<file path="src/verilog/rtmr_consts.vh">
/*
 * constants for the radio timer block: register offsets, field positions,
 * reset values and tick timing.
 * assumes a 125 MHz core clock and a plain strobe register port.
 */
// Operation
// RQ1: a one written to bit 2, 1 or 0 of the enable register enables the soft complete, complete or start timer.
// RQ2: the enable register touches only timers whose written bit is one.
// RQ3: reading the enable or disable register returns the live enabled status of each timer.
// RQ4: a one written to bit 2, 1 or 0 of the disable register disables the soft complete, complete or start timer.
// RQ5: the disable register touches only timers whose written bit is one.
// RQ6: a one written to bit 5, 4 or 3 of the disable register stops the running soft complete, complete or start timer at once.
// RQ7: aborting an armed timer also raises a time-out event toward the sequencer.
// RQ8: a free-running 32-bit absolute time counter advances at 250 kHz.
// RQ9: writing the absolute clock register loads the new time and counting goes on from there.
// RQ10: reading the absolute clock register returns the live counter value.
// RQ11: software keeps all timers idle while it loads a new absolute time.
// RQ12: each enabled timer compares its trigger against the absolute or the relative clock as a select chooses.
// RQ13: a start timer match raises the action started interrupt, disables the timer and tells the sequencer to go on.
// RQ14: a soft complete match seen after a frame delimiter waits until reception ends or the frame is dropped; the code ends the wait only on rx_done.
// RQ15: reserved bits of the enable, disable and clock registers read zero and ignore writes.
`ifndef RTMR_CONSTS_VH
`define RTMR_CONSTS_VH

// ==========================================
// register offsets
`define RTMR_OFS_ENABLE     8'h40
`define RTMR_OFS_DISABLE    8'h44
`define RTMR_OFS_ABS_CLK    8'h48
`define RTMR_OFS_IRQ_STAT   8'h60
`define RTMR_OFS_IRQ_MASK   8'h64
`define RTMR_OFS_CTRL       8'h68

// ==========================================
// field positions
`define RTMR_BIT_START      0
`define RTMR_BIT_CPL        1
`define RTMR_BIT_SOFT       2
`define RTMR_BIT_ABORT_LSB  3
`define RTMR_BIT_SEL        0
`define RTMR_IRQ_STARTED    0
`define RTMR_IRQ_TIMEOUT    1
`define RTMR_IRQ_CPL        2
`define RTMR_IRQ_SOFT       3

// ==========================================
// reset values
`define RTMR_RST_ENABLE     3'h0
`define RTMR_RST_ABS_CLK    32'h0

// ==========================================
// timing
`define RTMR_CLK_HZ         125000000
`define RTMR_TICK_HZ        250000
`define RTMR_TICK_CYCLES    (`RTMR_CLK_HZ / `RTMR_TICK_HZ)

`endif

</file>
<file path="src/verilog/rtmr_top.v">
/*
 * radio timer control: absolute clock, three one-shot match timers,
 * enable/disable/abort registers and an interrupt.
 * assumes a strobe register port on core_clk; rx pins are asynchronous.
 */
`timescale 1ns/1ps
`default_nettype none
`include "rtmr_consts.vh"

module rtmr_top #(
    parameter TICK_CYCLES = `RTMR_TICK_CYCLES
) (
    input  wire        core_clk,
    input  wire        rst_n,
    input  wire [7:0]  reg_addr,
    input  wire [31:0] reg_wdata,
    input  wire        reg_wr,
    input  wire        reg_rd,
    output reg  [31:0] reg_rdata_ff,
    input  wire [31:0] start_trigger,
    input  wire [31:0] cpl_trigger,
    input  wire [31:0] soft_trigger,
    input  wire [31:0] rel_time,
    input  wire        rx_sfd_seen,
    input  wire        rx_done,
    output reg  [31:0] absolute_time_value_ff,
    output reg  [2:0]  timer_status_ff,
    output reg         start_proceed_ff,
    output reg         cpl_event_ff,
    output reg         soft_event_ff,
    output reg         timeout_event_ff,
    output reg         action_started_interrupt_ff,
    output reg         irq_ff
);

    // ==========================================
    // decode
    function is_wr;
        input [7:0] ofs;
        begin
            is_wr = reg_wr && (reg_addr == ofs);
        end
    endfunction

    wire wr_en   = is_wr(`RTMR_OFS_ENABLE);
    wire wr_dis  = is_wr(`RTMR_OFS_DISABLE);
    wire wr_clk  = is_wr(`RTMR_OFS_ABS_CLK);
    wire wr_stat = is_wr(`RTMR_OFS_IRQ_STAT);
    wire wr_mask = is_wr(`RTMR_OFS_IRQ_MASK);
    wire wr_ctrl = is_wr(`RTMR_OFS_CTRL);

    // ==========================================
    // pin synchronisers
    reg [2:0] sfd_sync_ff;
    reg [2:0] done_sync_ff;
    reg       sfd_ff;
    reg       done_ff;

    always @(posedge core_clk or negedge rst_n) begin
        if (!rst_n) begin
            sfd_sync_ff  <= 3'h0;
            done_sync_ff <= 3'h0;
            sfd_ff       <= 1'b0;
            done_ff      <= 1'b0;
        end else begin
            sfd_sync_ff  <= {sfd_sync_ff[1:0], rx_sfd_seen};
            done_sync_ff <= {done_sync_ff[1:0], rx_done};
            if (sfd_sync_ff[1] == sfd_sync_ff[2]) begin
                sfd_ff <= sfd_sync_ff[2];
            end
            if (done_sync_ff[1] == done_sync_ff[2]) begin
                done_ff <= done_sync_ff[2];
            end
        end
    end

    // frame in flight between delimiter and completion
    reg in_frame_ff;
    reg sfd_d_ff;

    always @(posedge core_clk or negedge rst_n) begin
        if (!rst_n) begin
            in_frame_ff <= 1'b0;
            sfd_d_ff    <= 1'b0;
        end else begin
            sfd_d_ff <= sfd_ff;
            if (done_ff) begin
                in_frame_ff <= 1'b0;
            end else if (sfd_ff && !sfd_d_ff) begin
                in_frame_ff <= 1'b1;
            end
        end
    end

    // ==========================================
    // absolute clock
    reg [15:0] pre_ff;
    reg        tick_ff;

    always @(posedge core_clk or negedge rst_n) begin
        if (!rst_n) begin
            pre_ff                 <= 16'h0;
            tick_ff                <= 1'b0;
            absolute_time_value_ff <= `RTMR_RST_ABS_CLK;
        end else begin
            tick_ff <= 1'b0;
            if (wr_clk) begin
                pre_ff                 <= 16'h0;
                absolute_time_value_ff <= reg_wdata; // RQ9
            end else if (pre_ff == TICK_CYCLES[15:0] - 16'h1) begin
                pre_ff                 <= 16'h0;
                tick_ff                <= 1'b1;
                absolute_time_value_ff <= absolute_time_value_ff + 32'h1; // RQ8
            end else begin
                pre_ff <= pre_ff + 16'h1;
            end
        end
    end

    // ==========================================
    // timers
    reg         sel_rel_ff;
    wire [31:0] cmp_time = sel_rel_ff ? rel_time : absolute_time_value_ff;
    wire [2:0]  fire;
    wire [2:0]  hold = {in_frame_ff, 2'b00};
    wire [95:0] trig = {soft_trigger, cpl_trigger, start_trigger};

    genvar g;
    generate
        for (g = 0; g < 3; g = g + 1) begin : g_tmr
            rtmr_match u_match (
                .core_clk (core_clk),
                .rst_n    (rst_n),
                .armed    (timer_status_ff[g]),
                .tick     (tick_ff),
                .trigger  (trig[g*32 +: 32]),
                .cmp_time (cmp_time),
                .hold     (hold[g]),
                .fire_ff  (fire[g])
            );
        end
    endgenerate

    wire [2:0] abort_req = wr_dis ? reg_wdata[5:3] : 3'h0; // RQ6
    wire       abort_hit = |(abort_req & timer_status_ff); // RQ7
    reg  [2:0] nxt_status;

    always @* begin
        nxt_status = timer_status_ff;
        nxt_status = nxt_status & ~{fire[2:1], fire[0]}; // RQ13
        if (wr_dis) begin
            nxt_status = nxt_status & ~reg_wdata[2:0] & ~reg_wdata[5:3]; // RQ4 RQ5
        end
        if (wr_en) begin
            nxt_status = nxt_status | reg_wdata[2:0]; // RQ1 RQ2
        end
    end

    always @(posedge core_clk or negedge rst_n) begin
        if (!rst_n) begin
            timer_status_ff             <= `RTMR_RST_ENABLE;
            sel_rel_ff                  <= 1'b0;
            start_proceed_ff            <= 1'b0;
            cpl_event_ff                <= 1'b0;
            soft_event_ff               <= 1'b0;
            timeout_event_ff            <= 1'b0;
            action_started_interrupt_ff <= 1'b0;
        end else begin
            timer_status_ff             <= nxt_status;
            start_proceed_ff            <= fire[`RTMR_BIT_START]; // RQ13
            action_started_interrupt_ff <= fire[`RTMR_BIT_START]; // RQ13
            cpl_event_ff                <= fire[`RTMR_BIT_CPL];
            soft_event_ff               <= fire[`RTMR_BIT_SOFT];
            timeout_event_ff            <= abort_hit; // RQ7
            if (wr_ctrl) begin
                sel_rel_ff <= reg_wdata[`RTMR_BIT_SEL]; // RQ12
            end
        end
    end

    // ==========================================
    // interrupt status and mask
    reg  [3:0] irq_stat_ff;
    reg  [3:0] irq_mask_ff;
    wire [3:0] irq_set = {fire[2], fire[1], abort_hit, fire[0]};
    wire [3:0] nxt_irq_stat = (irq_stat_ff & ~(wr_stat ? reg_wdata[3:0] : 4'h0)) | irq_set;

    always @(posedge core_clk or negedge rst_n) begin
        if (!rst_n) begin
            irq_stat_ff <= 4'h0;
            irq_mask_ff <= 4'h0;
            irq_ff      <= 1'b0;
        end else begin
            irq_stat_ff <= nxt_irq_stat;
            if (wr_mask) begin
                irq_mask_ff <= reg_wdata[3:0];
            end
            irq_ff <= |(nxt_irq_stat & (wr_mask ? reg_wdata[3:0] : irq_mask_ff));
        end
    end

    // ==========================================
    // read back
    reg [31:0] nxt_rdata;

    always @* begin
        nxt_rdata = 32'h0;
        case (reg_addr)
            `RTMR_OFS_ENABLE:   nxt_rdata = {29'h0, timer_status_ff}; // RQ3 RQ15
            `RTMR_OFS_DISABLE:  nxt_rdata = {29'h0, timer_status_ff}; // RQ3 RQ15
            `RTMR_OFS_ABS_CLK:  nxt_rdata = absolute_time_value_ff; // RQ10
            `RTMR_OFS_IRQ_STAT: nxt_rdata = {28'h0, irq_stat_ff};
            `RTMR_OFS_IRQ_MASK: nxt_rdata = {28'h0, irq_mask_ff};
            `RTMR_OFS_CTRL:     nxt_rdata = {31'h0, sel_rel_ff};
            default:            nxt_rdata = 32'h0;
        endcase
    end

    always @(posedge core_clk or negedge rst_n) begin
        if (!rst_n) begin
            reg_rdata_ff <= 32'h0;
        end else begin
            reg_rdata_ff <= reg_rd ? nxt_rdata : 32'h0;
        end
    end

endmodule

`default_nettype wire

</file>
<file path="src/verilog/rtmr_match.v">
/*
 * one-shot match timer: compares a trigger against the selected clock.
 * assumes all inputs are on core_clk.
 */
`timescale 1ns/1ps
`default_nettype none

module rtmr_match (
    input  wire        core_clk,
    input  wire        rst_n,
    input  wire        armed,
    input  wire        tick,
    input  wire [31:0] trigger,
    input  wire [31:0] cmp_time,
    input  wire        hold,
    output reg         fire_ff
);

    // ==========================================
    // match and postpone
    reg hit_ff;
    reg nxt_hit;

    always @* begin
        nxt_hit = hit_ff;
        if (!armed) begin
            nxt_hit = 1'b0;
        end else if (tick && cmp_time == trigger) begin
            nxt_hit = 1'b1; // RQ12
        end
        if (fire_ff) begin
            nxt_hit = 1'b0;
        end
    end

    always @(posedge core_clk or negedge rst_n) begin
        if (!rst_n) begin
            hit_ff  <= 1'b0;
            fire_ff <= 1'b0;
        end else begin
            hit_ff  <= nxt_hit;
            fire_ff <= armed && nxt_hit && !hold && !fire_ff; // RQ14
        end
    end

endmodule

`default_nettype wire

</file>
<file path="config.mk">
export PLATFORM = sky130hd
export DESIGN_NAME = rtmr_top
export DESIGN_NICKNAME = d
export VERILOG_FILES = /design/src/verilog/rtmr_top.v /design/src/verilog/rtmr_match.v
export VERILOG_INCLUDE_DIRS = /design/src /design/src/verilog
export SDC_FILE = /design/constraint.sdc
export NUM_CORES = 1
export LEC_CHECK = 0
export BUFFER_PORTS_ARGS = -buffer_cell sky130_fd_sc_hd__buf_2
export CORE_MARGIN = 5
export CORE_UTILIZATION = 54
export DETAILED_ROUTE_END_ITERATION = 10
export PLACE_DENSITY = 0.86
export RECOVER_POWER = 25
export SLEW_MARGIN = 15
export SYNTH_ARGS = -nofsm -noshare
export SYNTH_HDL_FRONTEND = slang
export SYNTH_SLANG_ARGS = --single-unit
export TNS_END_PERCENT = 5
</file>
<file path="constraint.sdc">
create_clock -name core_clk -period 6.1 [get_ports core_clk]
set_input_delay 0.915 -clock core_clk [delete_from_list [all_inputs] [get_ports core_clk]]
set_output_delay 0.915 -clock core_clk [all_outputs]
set_load 0.1 [all_outputs]
</file>
### Yosys cells after proc, flatten, opt, wreduce, memory -nomap -nowiden

Index checks and enable logic that the tools add are counted.

* reduce and logical (&&, ||, !) cells: 27
* bitwise gates (word level): 12
* multiplexer cells: 25
* equal/unequal tests: 12
* add/sub/neg operators: 2
* $lt $le $gt $ge: 0
* divide/modulo/power cells: 0
* multiply operators: 0
* shift-type cells: 0

Operators by type and width (count)
* case mux 32 bit (5 select lines): 1
* 2-to-1 mux 32 bit: 4
* == test 32 bit: 3
* == test 8 x 7 -> 1 bit (second input constant): 6
* adder 32 x 1 -> 32 bit (second input constant): 1
* 2-to-1 mux 16 bit: 2
* logical AND 1 bit: 17
* adder 16 x 1 -> 16 bit (second input constant): 1
* == test 16 x 9 -> 1 bit (second input constant): 1
* 2-to-1 mux 1 bit: 13
* bitwise AND 3 bit: 4
* 2-to-1 mux 3 bit: 3
* inverter 3 bit: 3
* bitwise AND 4 bit: 2
* 2-to-1 mux 4 bit: 2
* logical NOT 1 bit: 5
* inverter 4 bit: 1
* OR 4 bit: 1
* nonzero test 2 bit: 2
* OR reduction 4 bit: 1
* OR 3 bit: 1
* OR reduction 3 bit: 1
* == test 1 bit: 2
* OR reduction 2 bit: 1

* bits in read-only memories: 0
* RAM bits: 0
* logic and storage cells: 103
* register bits: 114
* memories kept: 0
* latch bits: 0
* input bits: 174

### Logic depth before layout (Yosys ltp)

Gate-level depths: netlist (run 1).

* depth after elaboration: 9
* mapped depth: 9

### Hierarchy

From an unflattened synthesis (run 1), not the netlist that was laid out.

* cells, all modules: 681
* area, all modules: 6620.1 µm²

By module, submodules not included
* rtmr_top: cells each 513, instances 1, area an instance 5231.3 µm²
* rtmr_match: cells each 56, instances 3, area an instance 462.9 µm²

### Worst setup path after synthesis (run 1)

No wires, ideal clock.

* path kind: register -> register
* start point: reg absolute_time_value_ff[3]
* end point: reg absolute_time_value_ff[31]
* arrival: 2.441 ns
* period minus slack after synthesis: 2.571 ns
* setup slack: 3.529 ns
* cell stages (with the launch flop): 8
* cells stage by stage: dfrtp_1 clkbuf_1 and4_1 and4_1 nand4_1 nor4_1 xnor2_1 o21ai_1

* cells in the longest elaborated chain, start to end: 3

RTL lines
* start: declaration: line rtmr_top.v:26 `output reg [31:0] absolute_time_value_ff,`
* start signal: assignment: line rtmr_top.v:104 `` absolute_time_value_ff <= `RTMR_RST_ABS_CLK; ``
* start signal: assignment: line rtmr_top.v:109 `absolute_time_value_ff <= reg_wdata;`
* start signal: assignment: line rtmr_top.v:113 `absolute_time_value_ff <= absolute_time_value_ff + 32'h1;`
* adder 32 x 1 -> 32 bit: line rtmr_top.v:113
* 2-to-1 mux 32 bit: line rtmr_top.v:110 `end else if (pre_ff == TICK_CYCLES[15:0] - 16'h1) begin`
* 2-to-1 mux 32 bit: line rtmr_top.v:107 `if (wr_clk) begin`

No other way between the ends. The select of a mux whose other input is x is not followed.
A chain may end at the register's enable or synchronous reset.

### Worst setup path after layout (run 1)

* start point: reg sel_rel_ff
* end point: reg g_tmr[0].u_match.fire_ff

* cells in the longest elaborated chain, start to end: 8

RTL lines
* start: declaration: line rtmr_top.v:122 `reg sel_rel_ff;`
* start signal: assignment: line rtmr_top.v:176 `` sel_rel_ff <= reg_wdata[`RTMR_BIT_SEL]; ``
* 2-to-1 mux 32 bit: line rtmr_top.v:123 `wire [31:0] cmp_time = sel_rel_ff ? rel_time : absolute_time_value_ff;`
* == test 32 bit: line rtmr_match.v:28 `end else if (tick && cmp_time == trigger) begin`
* logical AND 1 bit: line rtmr_match.v:28
* 2-to-1 mux 1 bit: line rtmr_match.v:28
* 2-to-1 mux 1 bit: line rtmr_match.v:26 `if (!armed) begin`
* 2-to-1 mux 1 bit: line rtmr_match.v:31 `if (fire_ff) begin`
* logical AND 1 bit (2 in a row): line rtmr_match.v:42 `fire_ff <= armed && nxt_hit && !hold && !fire_ff;`
* end signal: assignment: line rtmr_match.v:42
* end: declaration: line rtmr_match.v:16 `output reg fire_ff`

No other way between the ends.

==> flow_summary.yaml, run 1 <==
status:
  status: "complete, but fails checks"
  violations: "max-capacitance violations, max-slew violations"
worst_setup_path:
  endpoint_kind: "flop"
  worstPathRequired_ns: 6.46
  crit_fanout: 20
  arrival_ns: 3.57
  critical_path.top_delay_family: "simple AND/OR/NAND/NOR gates"
  r2r_start: "sel_rel_ff$_DFFE_PN0P_"
  ff2ff_path_depth: 7
  worstSetupPathType: "flop to flop"
  startpoint_type: "flop"
  critPathMaxStageDelay_ns: 0.90
  rr_endpoint: "g_tmr[0].u_match.fire_ff$_DFF_PN0_"
  cp.buffers_inverters: 1
  r2r_slack_ns: 2.89
  slowest_stage: "dfrtp_2"
  crit_chain: "buf_4 -> mux2i_1 -> xnor2_1 -> nor4_1 -> nand4_1 -> nor4_2 -> a22o_1"
sta:
  hold_ws_ns: 0.350
  period_needed_ns: 3.21
  slew_violations: 36
  fmax_mhz: 311
  maxSlewHeadroom_pct: -31.5
  tightest_slew_ns: 1.97
  tns_ns: 0
  fin_worst_skew_ns: 0.00964
  rsz0062_at_grt: "no"
  finalSetupViolations: 0
  hold_viol: 0
  period_share_pct: 52.7
placed_design:
  numPlacedInstances: 1010
  gp_congestion: 1.02
  hpwl_um: 17800
  io_buffers: 246
floorplan:
  die_w_um: 120
  pin_count: 247
  die_height_um: 120
  row_count: 40
  initial_core_util_pct: 54.6
  coreArea_sq_mm: 0.0120
  die_area_sq_mm: 0.0144
detailed_routing:
  viasPerCell: 5.89
  drt-total-wl_um: 23200
  firstDrtPassIters: 5
  post-route-drc-count: 0
  drt_iter0_drc: 642
  vias: 6185
  wire_per_inst_um: 22.1
  detail-route-antenna-nets: 0
final_layout:
  regArea_sq_mm: 0.00285
  fill_cells: 946
  area_growth_pct: 28.9
  final_core_utilization_pct: 70.4
  nets: 1058
  drive_gt1_share_pct: 33.2
  multi_input_area_sq_mm: 0.00349
  final_cells: 1050
power_and_ir_drop:
  ir_drop_uv: 213
  pwr_density_cell_mw_per_mm2: 292
  p_leak_uw: 0.00389
synth:
  synth_area_sq_mm: 0.00654
  synth_seq_area_share_pct: 43.7
  synth_edf_count: 0
  synth_flop_cell: "dfrtp_1"
  async_flop_share_pct: 100
  synth.net_count: 818
  yosysUniqueCellTypes: 49
  synth_warnings: 0
  syn_inst: 642
  ys_ff_latch: 114
  synth_area_per_cell_sq_um: 10.2
grt:
  grt_pass1_vias: 6098
  grt-ovfl-total: 0
  antenna_found_initial: 7
  grt_max_degree: 81
  grt_pass1_wl_um: 34700
  grtUsageTotal_pct: 32.2
clock_tree:
  cts.sinks: 114
  clockRootBuffer: "clkbuf_16"
  tritoncts: "yes"
  cts_made_buffers: 17
  postCtsSetupBuffers: 0
  insertion_delay_ns: 0.42
  path_clk_slew_ns: 0.06
  postCtsHoldBufs: 0
  htree_levels: 4
  ctsResizeCount: 0
  cts_buffer_depth: 2
hold_path:
  min_to: "done_sync_ff[1]$_DFF_PN0_"
  hp-start: "done_sync_ff[0]$_DFF_PN0_"
  hold_path_depth: 0
  hp-class: "flop to flop"
run:
  maxCapViolCount: 1
==> worst max path at each step <==
stage | cells after the start | from | end | slack, ns
after floorplan | 7 | absolute_time_value_ff[3]$_DFFE_PN0P_ | absolute_time_value_ff[31]$_DFFE_PN0P_ | 3.53
after global placement | 6 | reg_addr[4] | absolute_time_value_ff[10]$_DFFE_PN0P_ | 2.95
after detailed placement | 6 | reg_addr[4] | absolute_time_value_ff[28]$_DFFE_PN0P_ | 2.83
after CTS | 7 | sel_rel_ff$_DFFE_PN0P_ | g_tmr[0].u_match.fire_ff$_DFF_PN0_ | 2.99
after global routing | 2 | rst_n | sel_rel_ff$_DFFE_PN0P_ | 2.50
final | 7 | sel_rel_ff$_DFFE_PN0P_ | g_tmr[0].u_match.fire_ff$_DFF_PN0_ | 2.89
==> flip-flops by register name, summed over array words and instances (netlist names) <==
register and cells:
reg_rdata_ff 32, cpl_event_ff 1, pre_ff 16, sfd_ff 1
g_tmr.u_match.hit_ff 3, absolute_time_value_ff 32, in_frame_ff 1, irq_stat_ff 4
timer_status_ff 3, done_ff 1, irq_mask_ff 4, timeout_event_ff 1
irq_ff 1, done_sync_ff 3, sfd_d_ff 1, soft_event_ff 1
tick_ff 1, sfd_sync_ff 3, g_tmr.u_match.fire_ff 3, sel_rel_ff 1
action_started_interrupt_ff 1
==> cells in the mapped netlist (4+ instances only) <==
library cell / instances / area, sq um
dfrtp_1: 114 / 2850
xnor2_1: 86 / 753
xor2_1: 51 / 447
nand2_1: 48 / 180
nor2_1: 42 / 158
and3_1: 34 / 213
nand3_1: 29 / 145
o21ai_0: 29 / 145
nand4_1: 24 / 150
nor3_1: 21 / 105
mux2i_1: 17 / 170
clkbuf_1: 14 / 52.6
nor4_1: 14 / 87.6
a21oi_1: 11 / 55.1
mux2i_2: 11 / 151
inv_1: 9 / 33.8
mux2i_4: 7 / 158
a22o_1: 6 / 52.6
buf_2: 5 / 25.0
mux2_2: 5 / 56.3
nor4_2: 5 / 62.6
a21o_1: 4 / 30.0
and4_1: 4 / 35.0
buf_4: 4 / 30.0
or2_2: 4 / 25.0
or3_1: 4 / 25.0
==> placed cells by master, fill, tap and decap left out, types with 7 or more instances in the layout <==
| cell | netlist | routed |
|---|---|---|
| buf_2 | 5 | 230 |
| dfrtp_1 | 114 | 113 |
| xnor2_1 | 86 | 86 |
| xor2_1 | 51 | 51 |
| nand2_1 | 48 | 48 |
| nor2_1 | 42 | 41 |
| and3_1 | 34 | 34 |
| nand3_1 | 29 | 29 |
| o21ai_0 | 29 | 29 |
| nand4_1 | 24 | 24 |
| nor3_1 | 21 | 21 |
| mux2i_1 | 17 | 17 |
| clkbuf_16 | 0 | 17 |
| clkbuf_1 | 14 | 16 |
| nor4_1 | 14 | 14 |
| a21oi_1 | 11 | 11 |
| mux2i_2 | 11 | 11 |
| inv_1 | 9 | 9 |
| diode_2 | 0 | 8 |
| mux2i_4 | 7 | 7 |
==> cell type report <==
type | count | share of cell area (%)
flip-flops and latches | 114 | 33.9
multi-input cells | 491 | 41.4
clock buffers | 17 | 5.05
inverters | 9 | 0.401
clock inverters | 15 | 2.15
diodes | 8 | 0.238
repair buffers | 249 | 14.6
well taps | 147 | 2.18
==> report_power, final <==
group          internal (uW)  switching, uW
clock network            644            367
logic                    194            368
registers                804           78.5
total                   1640            814
==> worst reg2reg max path: stages (launching register included) <==
cell	delay, ns
dfrtp_2	0.90
buf_4	0.46
mux2i_1	0.55
xnor2_1	0.12
nor4_1	0.35
nand4_1	0.22
nor4_2	0.38
a22o_1	0.18
==> stage by stage <==
| step | instance area, sq um | total power [uW] | worst slack [ns] |
|---|---|---|---|
| after floorplan | 6540 | 1260 | 3.53 |
| after global placement | 7820 | 1440 | 2.95 |
| after detailed placement | 7820 | 1450 | 2.83 |
| after CTS | 8430 | 2460 | 2.99 |
| after global routing | 8420 | 2540 | 2.50 |
| final | 8420 | 2460 | 2.89 |
==> per-layer routing <==
layer / vias to the layer above / global-route usage, % / wire length (um)
met5: - / 0 / 0
met4: 0 / 20.6 / 1440
met3: 99 / 8.81 / 2210
met2: 392 / 49.1 / 10600
met1: 2947 / 40.2 / 8890
li1: 2747 / - / -
==> logic make-up (layout without fill, tap and decap cells) <==
kind of cell               count (synthesis)  in the layout  synth area share [%]
AOI/OAI and AO/OA                         68             68                  6.43
other                                      0              8                     0
xor gates and xnor gates                 137            137                  18.4
adders and majority gates                  4              4                 0.689
buffers and inverters                     37            290                  3.04
DFF                                      114            114                  43.7
muxes                                     40             40                  8.19
and+or+nand+nor                          242            242                  19.6
Note: power is estimated with default switching activity, not from simulation.
==> run 2, diff against run 1 <==
--- a/config.mk
+++ b/config.mk
@@ -8,9 +8,9 @@
 export LEC_CHECK = 0
 export BUFFER_PORTS_ARGS = -buffer_cell sky130_fd_sc_hd__buf_2
 export CORE_MARGIN = 5
-export CORE_UTILIZATION = 54
+export CORE_UTILIZATION = 50
 export DETAILED_ROUTE_END_ITERATION = 10
-export PLACE_DENSITY = 0.86
+export PLACE_DENSITY = 0.8
 export RECOVER_POWER = 25
 export SLEW_MARGIN = 15
 export SYNTH_ARGS = -nofsm -noshare
==> constraint.sdc (replaced) <==
create_clock -name core_clk -period 3.3 [get_ports core_clk]
set_input_delay 0.495 -clock core_clk [delete_from_list [all_inputs] [get_ports core_clk]]
set_output_delay 0.495 -clock core_clk [all_outputs]
set_load 0.1 [all_outputs]
==> flow_summary.yaml, run 2 (synthesis results as in run 1) <==
status:
  status: "complete, but fails checks"
  violations: "max-capacitance violations, max-slew violations"
clock_tree:
  insertion_delay_ns: 0.42
  tritoncts: "yes"
  ctsResizeCount: 0
  cts_buffer_depth: 2
  htree_levels: 4
  postCtsSetupBuffers: 0
  clockRootBuffer: "clkbuf_16"
  postCtsHoldBufs: 0
  cts_made_buffers: 17
  cts.sinks: 114
  path_clk_slew_ns: 0.05
sta:
  period_share_pct: 82.6
  hold_viol: 0
  layout_setup_ws_ns: 0.573
  tns_ns: 0
  period_needed_ns: 2.73
  rsz0062_at_grt: "no"
  finalSetupViolations: 0
  tightest_slew_ns: 1.58
  fmax_mhz: 367
  slew_violations: 66
  hold_ws_ns: 0.104
  fin_worst_skew_ns: 0.00797
  maxSlewHeadroom_pct: -5.42
floorplan:
  die_height_um: 124
  die_area_sq_mm: 0.0155
  initial_core_util_pct: 51.4
  pin_count: 247
  die_w_um: 124
  coreArea_sq_mm: 0.0127
  row_count: 41
worst_setup_path:
  crit_chain: "mux2i_1 -> xnor2_1 -> nor4_1 -> nand4_1 -> nor4_2 -> a22o_1"
  endpoint_kind: "flop"
  critical_path.top_delay_family: "simple AND/OR/NAND/NOR gates"
  crit_fanout: 16
  critPathMaxStageDelay_ns: 0.75
  worstSetupPathType: "flop to flop"
  worstPathRequired_ns: 3.65
  arrival_ns: 3.08
  startpoint_type: "flop"
  slowest_stage: "dfrtp_2"
  cp.buffers_inverters: 0
placed_design:
  pre_cts_ws_ns: 0.584
  numPlacedInstances: 1038
  io_buffers: 246
  hpwl_um: 18800
  gp_congestion: 1.01
detailed_routing:
  detail-route-antenna-nets: 0
  firstDrtPassIters: 5
  wire_per_inst_um: 22.1
  post-route-drc-count: 0
  viasPerCell: 5.73
  drt-total-wl_um: 23800
  drt_iter0_drc: 666
  vias: 6158
grt:
  grt_pass1_wl_um: 36400
  antenna_found_initial: 8
  grt-ovfl-total: 0
  grt_max_degree: 66
  grtUsageTotal_pct: 30.5
  grt_pass1_vias: 6197
final_layout:
  final_common_cell: "buf_2"
  fill_cells: 1072
  layout_common_cells: "245 x buf_2, 113 x dfrtp_1, 86 x xnor2_1"
  nets: 1061
  final_core_utilization_pct: 66.9
  multi_input_area_sq_mm: 0.00350
  regArea_sq_mm: 0.00285
  drive_gt1_share_pct: 35.5
  top_regs: "absolute_time_value_ff: 32 flops, reg_rdata_ff: 32 flops, pre_ff: 16 flops"
  final_cells: 1075
  area_growth_pct: 30.2
power_and_ir_drop:
  ir_drop_uv: 394
  pwr_density_cell_mw_per_mm2: 535
  p_leak_uw: 0.00398
hold_path:
  hp-class: "input pin to async pin"
run:
  maxCapViolCount: 1
## run 2: cell type report
class / count / area share [%]
multi-input cells: 491 / 41.1
flip-flops and latches: 114 / 33.5
repair buffers: 252 / 15.1
clock buffers: 22 / 5.57
well taps: 172 / 2.53
clock inverters: 9 / 1.53
inverters: 9 / 0.397
diodes: 6 / 0.176
## run 2: through the flow
step | instance area, sq um | total power [uW]
global route | 8510 | 4730
finish | 8510 | 4550
global placement | 7900 | 2680
floorplan | 6540 | 2330
detailed placement | 7900 | 2690
CTS | 8510 | 4560
## run 2: final timing paths
| kind | startpoint | to | cells after the start | slack (ns) |
|---|---|---|---|---|
| worst min register to register | sfd_sync_ff[0]$_DFF_PN0_ | sfd_sync_ff[1]$_DFF_PN0_ | 0 | 0.35 |
| worst max-delay path | sel_rel_ff$_DFFE_PN0P_ | g_tmr[0].u_match.hit_ff$_DFF_PN0_ | 6 | 0.57 |
| max in group asynchronous | rst_n | absolute_time_value_ff[2]$_DFFE_PN0P_ | 2 | 1.22 |
| worst min-delay path | rst_n | reg_rdata_ff[26]$_DFF_PN0_ | 1 | 0.10 |
| min in group core_clk | rx_done | done_sync_ff[0]$_DFF_PN0_ | 1 | 0.19 |
| worst max register to register | sel_rel_ff$_DFFE_PN0P_ | g_tmr[0].u_match.hit_ff$_DFF_PN0_ | 6 | 0.57 |
## run 2: where the power goes
part | total (uW) | internal (uW) | switching [uW] | leakage, uW
registers | 1630 | 1490 | 144 | 0.00141
clock network | 1880 | 1240 | 637 | 0.000296
logic | 1040 | 363 | 682 | 0.00228
## run 2: metal layers
layer | global-route usage, % | up-vias | part of all wire, %
met5 | 0 | - | 0.088
met4 | 13.0 | 4 | 3.9
met3 | 8.32 | 58 | 7.8
met2 | 48.3 | 327 | 48
met1 | 39.5 | 3009 | 40
li1 | - | 2760 | -
==> run 3, diff against run 2 <==
--- a/config.mk
+++ b/config.mk
@@ -6,11 +6,12 @@
 export SDC_FILE = /design/constraint.sdc
 export NUM_CORES = 1
 export LEC_CHECK = 0
+export ABC_AREA = 1
 export BUFFER_PORTS_ARGS = -buffer_cell sky130_fd_sc_hd__buf_2
 export CORE_MARGIN = 5
-export CORE_UTILIZATION = 50
+export CORE_UTILIZATION = 47
 export DETAILED_ROUTE_END_ITERATION = 10
-export PLACE_DENSITY = 0.8
+export PLACE_DENSITY = 0.77
 export RECOVER_POWER = 25
 export SLEW_MARGIN = 15
 export SYNTH_ARGS = -nofsm -noshare
==> constraint.sdc (replaced) <==
create_clock -name core_clk -period 2.4 [get_ports core_clk]
set_input_delay 0.36 -clock core_clk [delete_from_list [all_inputs] [get_ports core_clk]]
set_output_delay 0.36 -clock core_clk [all_outputs]
set_load 0.1 [all_outputs]
==> flow_summary.yaml, run 3 <==
grt:
  grt_pass1_wl_um: 39200
  antenna_found_initial: 0
  grtUsageTotal_pct: 27.4
  busiest_layer: "met2"
  grt_max_degree: 49
  grt-ovfl-total: 0
  met2_usage_pct: 44.7
  grt_pass1_vias: 7490
  grtUsageMet3_pct: 6.17
  use_met1_pct: 35.5
detailed_routing:
  firstDrtPassIters: 5
  detail-route-antenna-nets: 0
  drt-total-wl_um: 25600
  vias: 8016
  wire_per_inst_um: 16.4
  viasPerCell: 5.12
  drt_iter0_drc: 513
  post-route-drc-count: 0
final_layout:
  drive_gt1_share_pct: 24.8
  final_common_cell: "nand2_1"
  nets: 1512
  layout_common_cells: "365 x nand2_1, 245 x buf_2, 145 x inv_1"
  fill_cells: 1509
  multi_input_area_sq_mm: 0.00382
  top_regs: "absolute_time_value_ff: 32 flops, reg_rdata_ff: 32 flops, pre_ff: 16 flops"
  area_growth_pct: 27.9
  final_core_utilization_pct: 60.5
  fin_area_sq_mm: 0.00950
  regArea_sq_mm: 0.00286
synth:
  synth_flop_cell: "dfrtp_1"
  synth_warnings: 0
  synth_edf_count: 0
  synth_area_leader_cell: "dfrtp_1"
  synth_area_leaders: "dfrtp_1 38%, nand2_1 18%, inv_1 7.3%"
  synth.net_count: 1257
  yosysUniqueCellTypes: 40
  synth.most_common_cell: "nand2_1"
  async_flop_share_pct: 100
  yosysTopAreaCellShare_pct: 38.4
  syn_inst: 1081
  synth_seq_area_share_pct: 38.4
  synth_area_per_cell_sq_um: 6.88
  ys_ff_latch: 114
  synth_area_sq_mm: 0.00743
  synth_commonest_cells: "365 x nand2_1, 145 x inv_1, 119 x nor2_1"
clock_tree:
  cts.sinks: 114
  postCtsSetupBuffers: 0
  insertion_delay_ns: 0.43
  path_clk_slew_ns: 0.05
  htree_levels: 4
  clockRootBuffer: "clkbuf_16"
  cts_buffer_depth: 2
  tritoncts: "yes"
  cts_made_buffers: 17
power_and_ir_drop:
  pwr_density_cell_mw_per_mm2: 624
  ir_drop_uv: 529
  p_leak_uw: 0.00494
floorplan:
  die_area_sq_mm: 0.0184
  die_height_um: 136
  initial_core_util_pct: 47.3
  die_w_um: 136
  pin_count: 247
  row_count: 46
  coreArea_sq_mm: 0.0157
sta:
  hold_viol: 0
  period_needed_ns: 2.11
  tightest_slew_ns: 0.981
  tns_ns: 0
  finalSetupViolations: 0
  fin_worst_skew_ns: 0.00985
  fmax_mhz: 473
  period_share_pct: 88.0
  maxSlewHeadroom_pct: 34.6
  rsz0062_at_grt: "no"
  slew_violations: 0
worst_setup_path:
  slowest_stage: "dfrtp_2"
  path_common_cell: "nand2_1"
  crit_chain: "inv_2 -> nand2_1 -> nand2_1 -> inv_1 -> nand2_1 -> nand2_1 -> nor2_1 -> nand2_1 -> nor2_1 -> nand2_1 -> nor2_1 -> nand2_1 -> a21oi_1"
  critPathMaxStageDelay_ns: 0.42
  endpoint_kind: "flop"
  worstSetupPathType: "flop to flop"
  startpoint_type: "flop"
  cp.buffers_inverters: 2
  worstPathRequired_ns: 2.74
  crit_fanout: 29
  critical_path.top_delay_family: "simple AND/OR/NAND/NOR gates"
  arrival_ns: 2.45
placed_design:
  dpl_cell_area_sq_mm: 0.00889
  gp_congestion: 0.993
  io_buffers: 246
  hpwl_um: 20700
run:
  maxCapViolCount: 0
hold_path:
  hp-class: "input pin to flop"
status:
  status: "complete, no violations"
run 3: worst register-to-register path, delay by kind of cell (launching register included):
kind | cells | cell delay [ns]
compound gates | 1 | 0.15
buf+inv | 2 | 0.45
flops | 1 | 0.42
simple gates | 10 | 1.01
run 3: cell type report:
type | instances | share of cell area [%]
Antenna cell | 1 | 0.0263
Multi-Input combinational cell | 789 | 40.2
Clock buffer | 20 | 4.81
Inverter | 155 | 6.12
Clock inverter | 12 | 1.66
Sequential cell | 114 | 30.1
Tap cell | 216 | 2.84
Timing Repair Buffer | 259 | 14.2
run 3: logic make-up (layout without fill, tap and decap cells):
family	after synthesis	count (layout)	synth area share, %
AOI/OAI and AO/OA	108	108	8.74
xor gates and xnor gates	53	53	6.25
adders and majority gates	4	4	0.606
buffers and inverters	178	446	10.2
DFF	114	114	38.4
other	0	1	0
and+or+nand+nor	624	624	35.9
run 3: power breakdown:
group / switching, uW / leakage, uW / total [uW] / internal [uW]
clock: 911 / 0.000292 / 2600 / 1690
combinational: 795 / 0.00314 / 1170 / 377
sequential: 120 / 0.00151 / 2160 / 2040
run 3: routing by layer:
layer | vias up | share of wire, % | wire (um)
li1 | 3913 | - | -
met5 | - | 0 | 0
met4 | 0 | 3.3 | 852
met3 | 60 | 8.8 | 2250
met1 | 3690 | 41 | 10600
met2 | 353 | 46 | 11900
run 3: per-stage QoR:
step	setup WS, ns	total power [uW]	instances	hold WS [ns]
4_1_cts	0.306	5940	1565	0.0355
6_report	0.287	5930	1566	0.0403
2_1_floorplan	0.0704	2940	1081	0.0644
3_3_place_gp	0.374	3330	1532	0.333
3_5_place_dp	0.316	3350	1532	0.337
5_1_grt	0.104	6160	1565	0.0435
run 3: worst paths after layout:
path	from	endpoint	slack (ns)	cells past startpoint
hold / removal	rx_sfd_seen	sfd_sync_ff[0]$_DFF_PN0_	0.04	1
hold reg to reg	done_sync_ff[0]$_DFF_PN0_	done_sync_ff[1]$_DFF_PN0_	0.35	0
max in group asynchronous	rst_n	absolute_time_value_ff[22]$_DFFE_PN0P_	0.44	3
min in group asynchronous	rst_n	done_sync_ff[2]$_DFF_PN0_	0.62	2
setup / recovery	sel_rel_ff$_DFFE_PN0P_	g_tmr[0].u_match.hit_ff$_DFF_PN0_	0.29	13
setup reg to reg	sel_rel_ff$_DFFE_PN0P_	g_tmr[0].u_match.hit_ff$_DFF_PN0_	0.29	13
run 3: what timing repair did:
| action | CTS | global route |
|---|---|---|
| hold buffers | 1 | 0 |
| hold endpoints to repair | 35 | 0 |
| gates resized for setup | 0 | 0 |
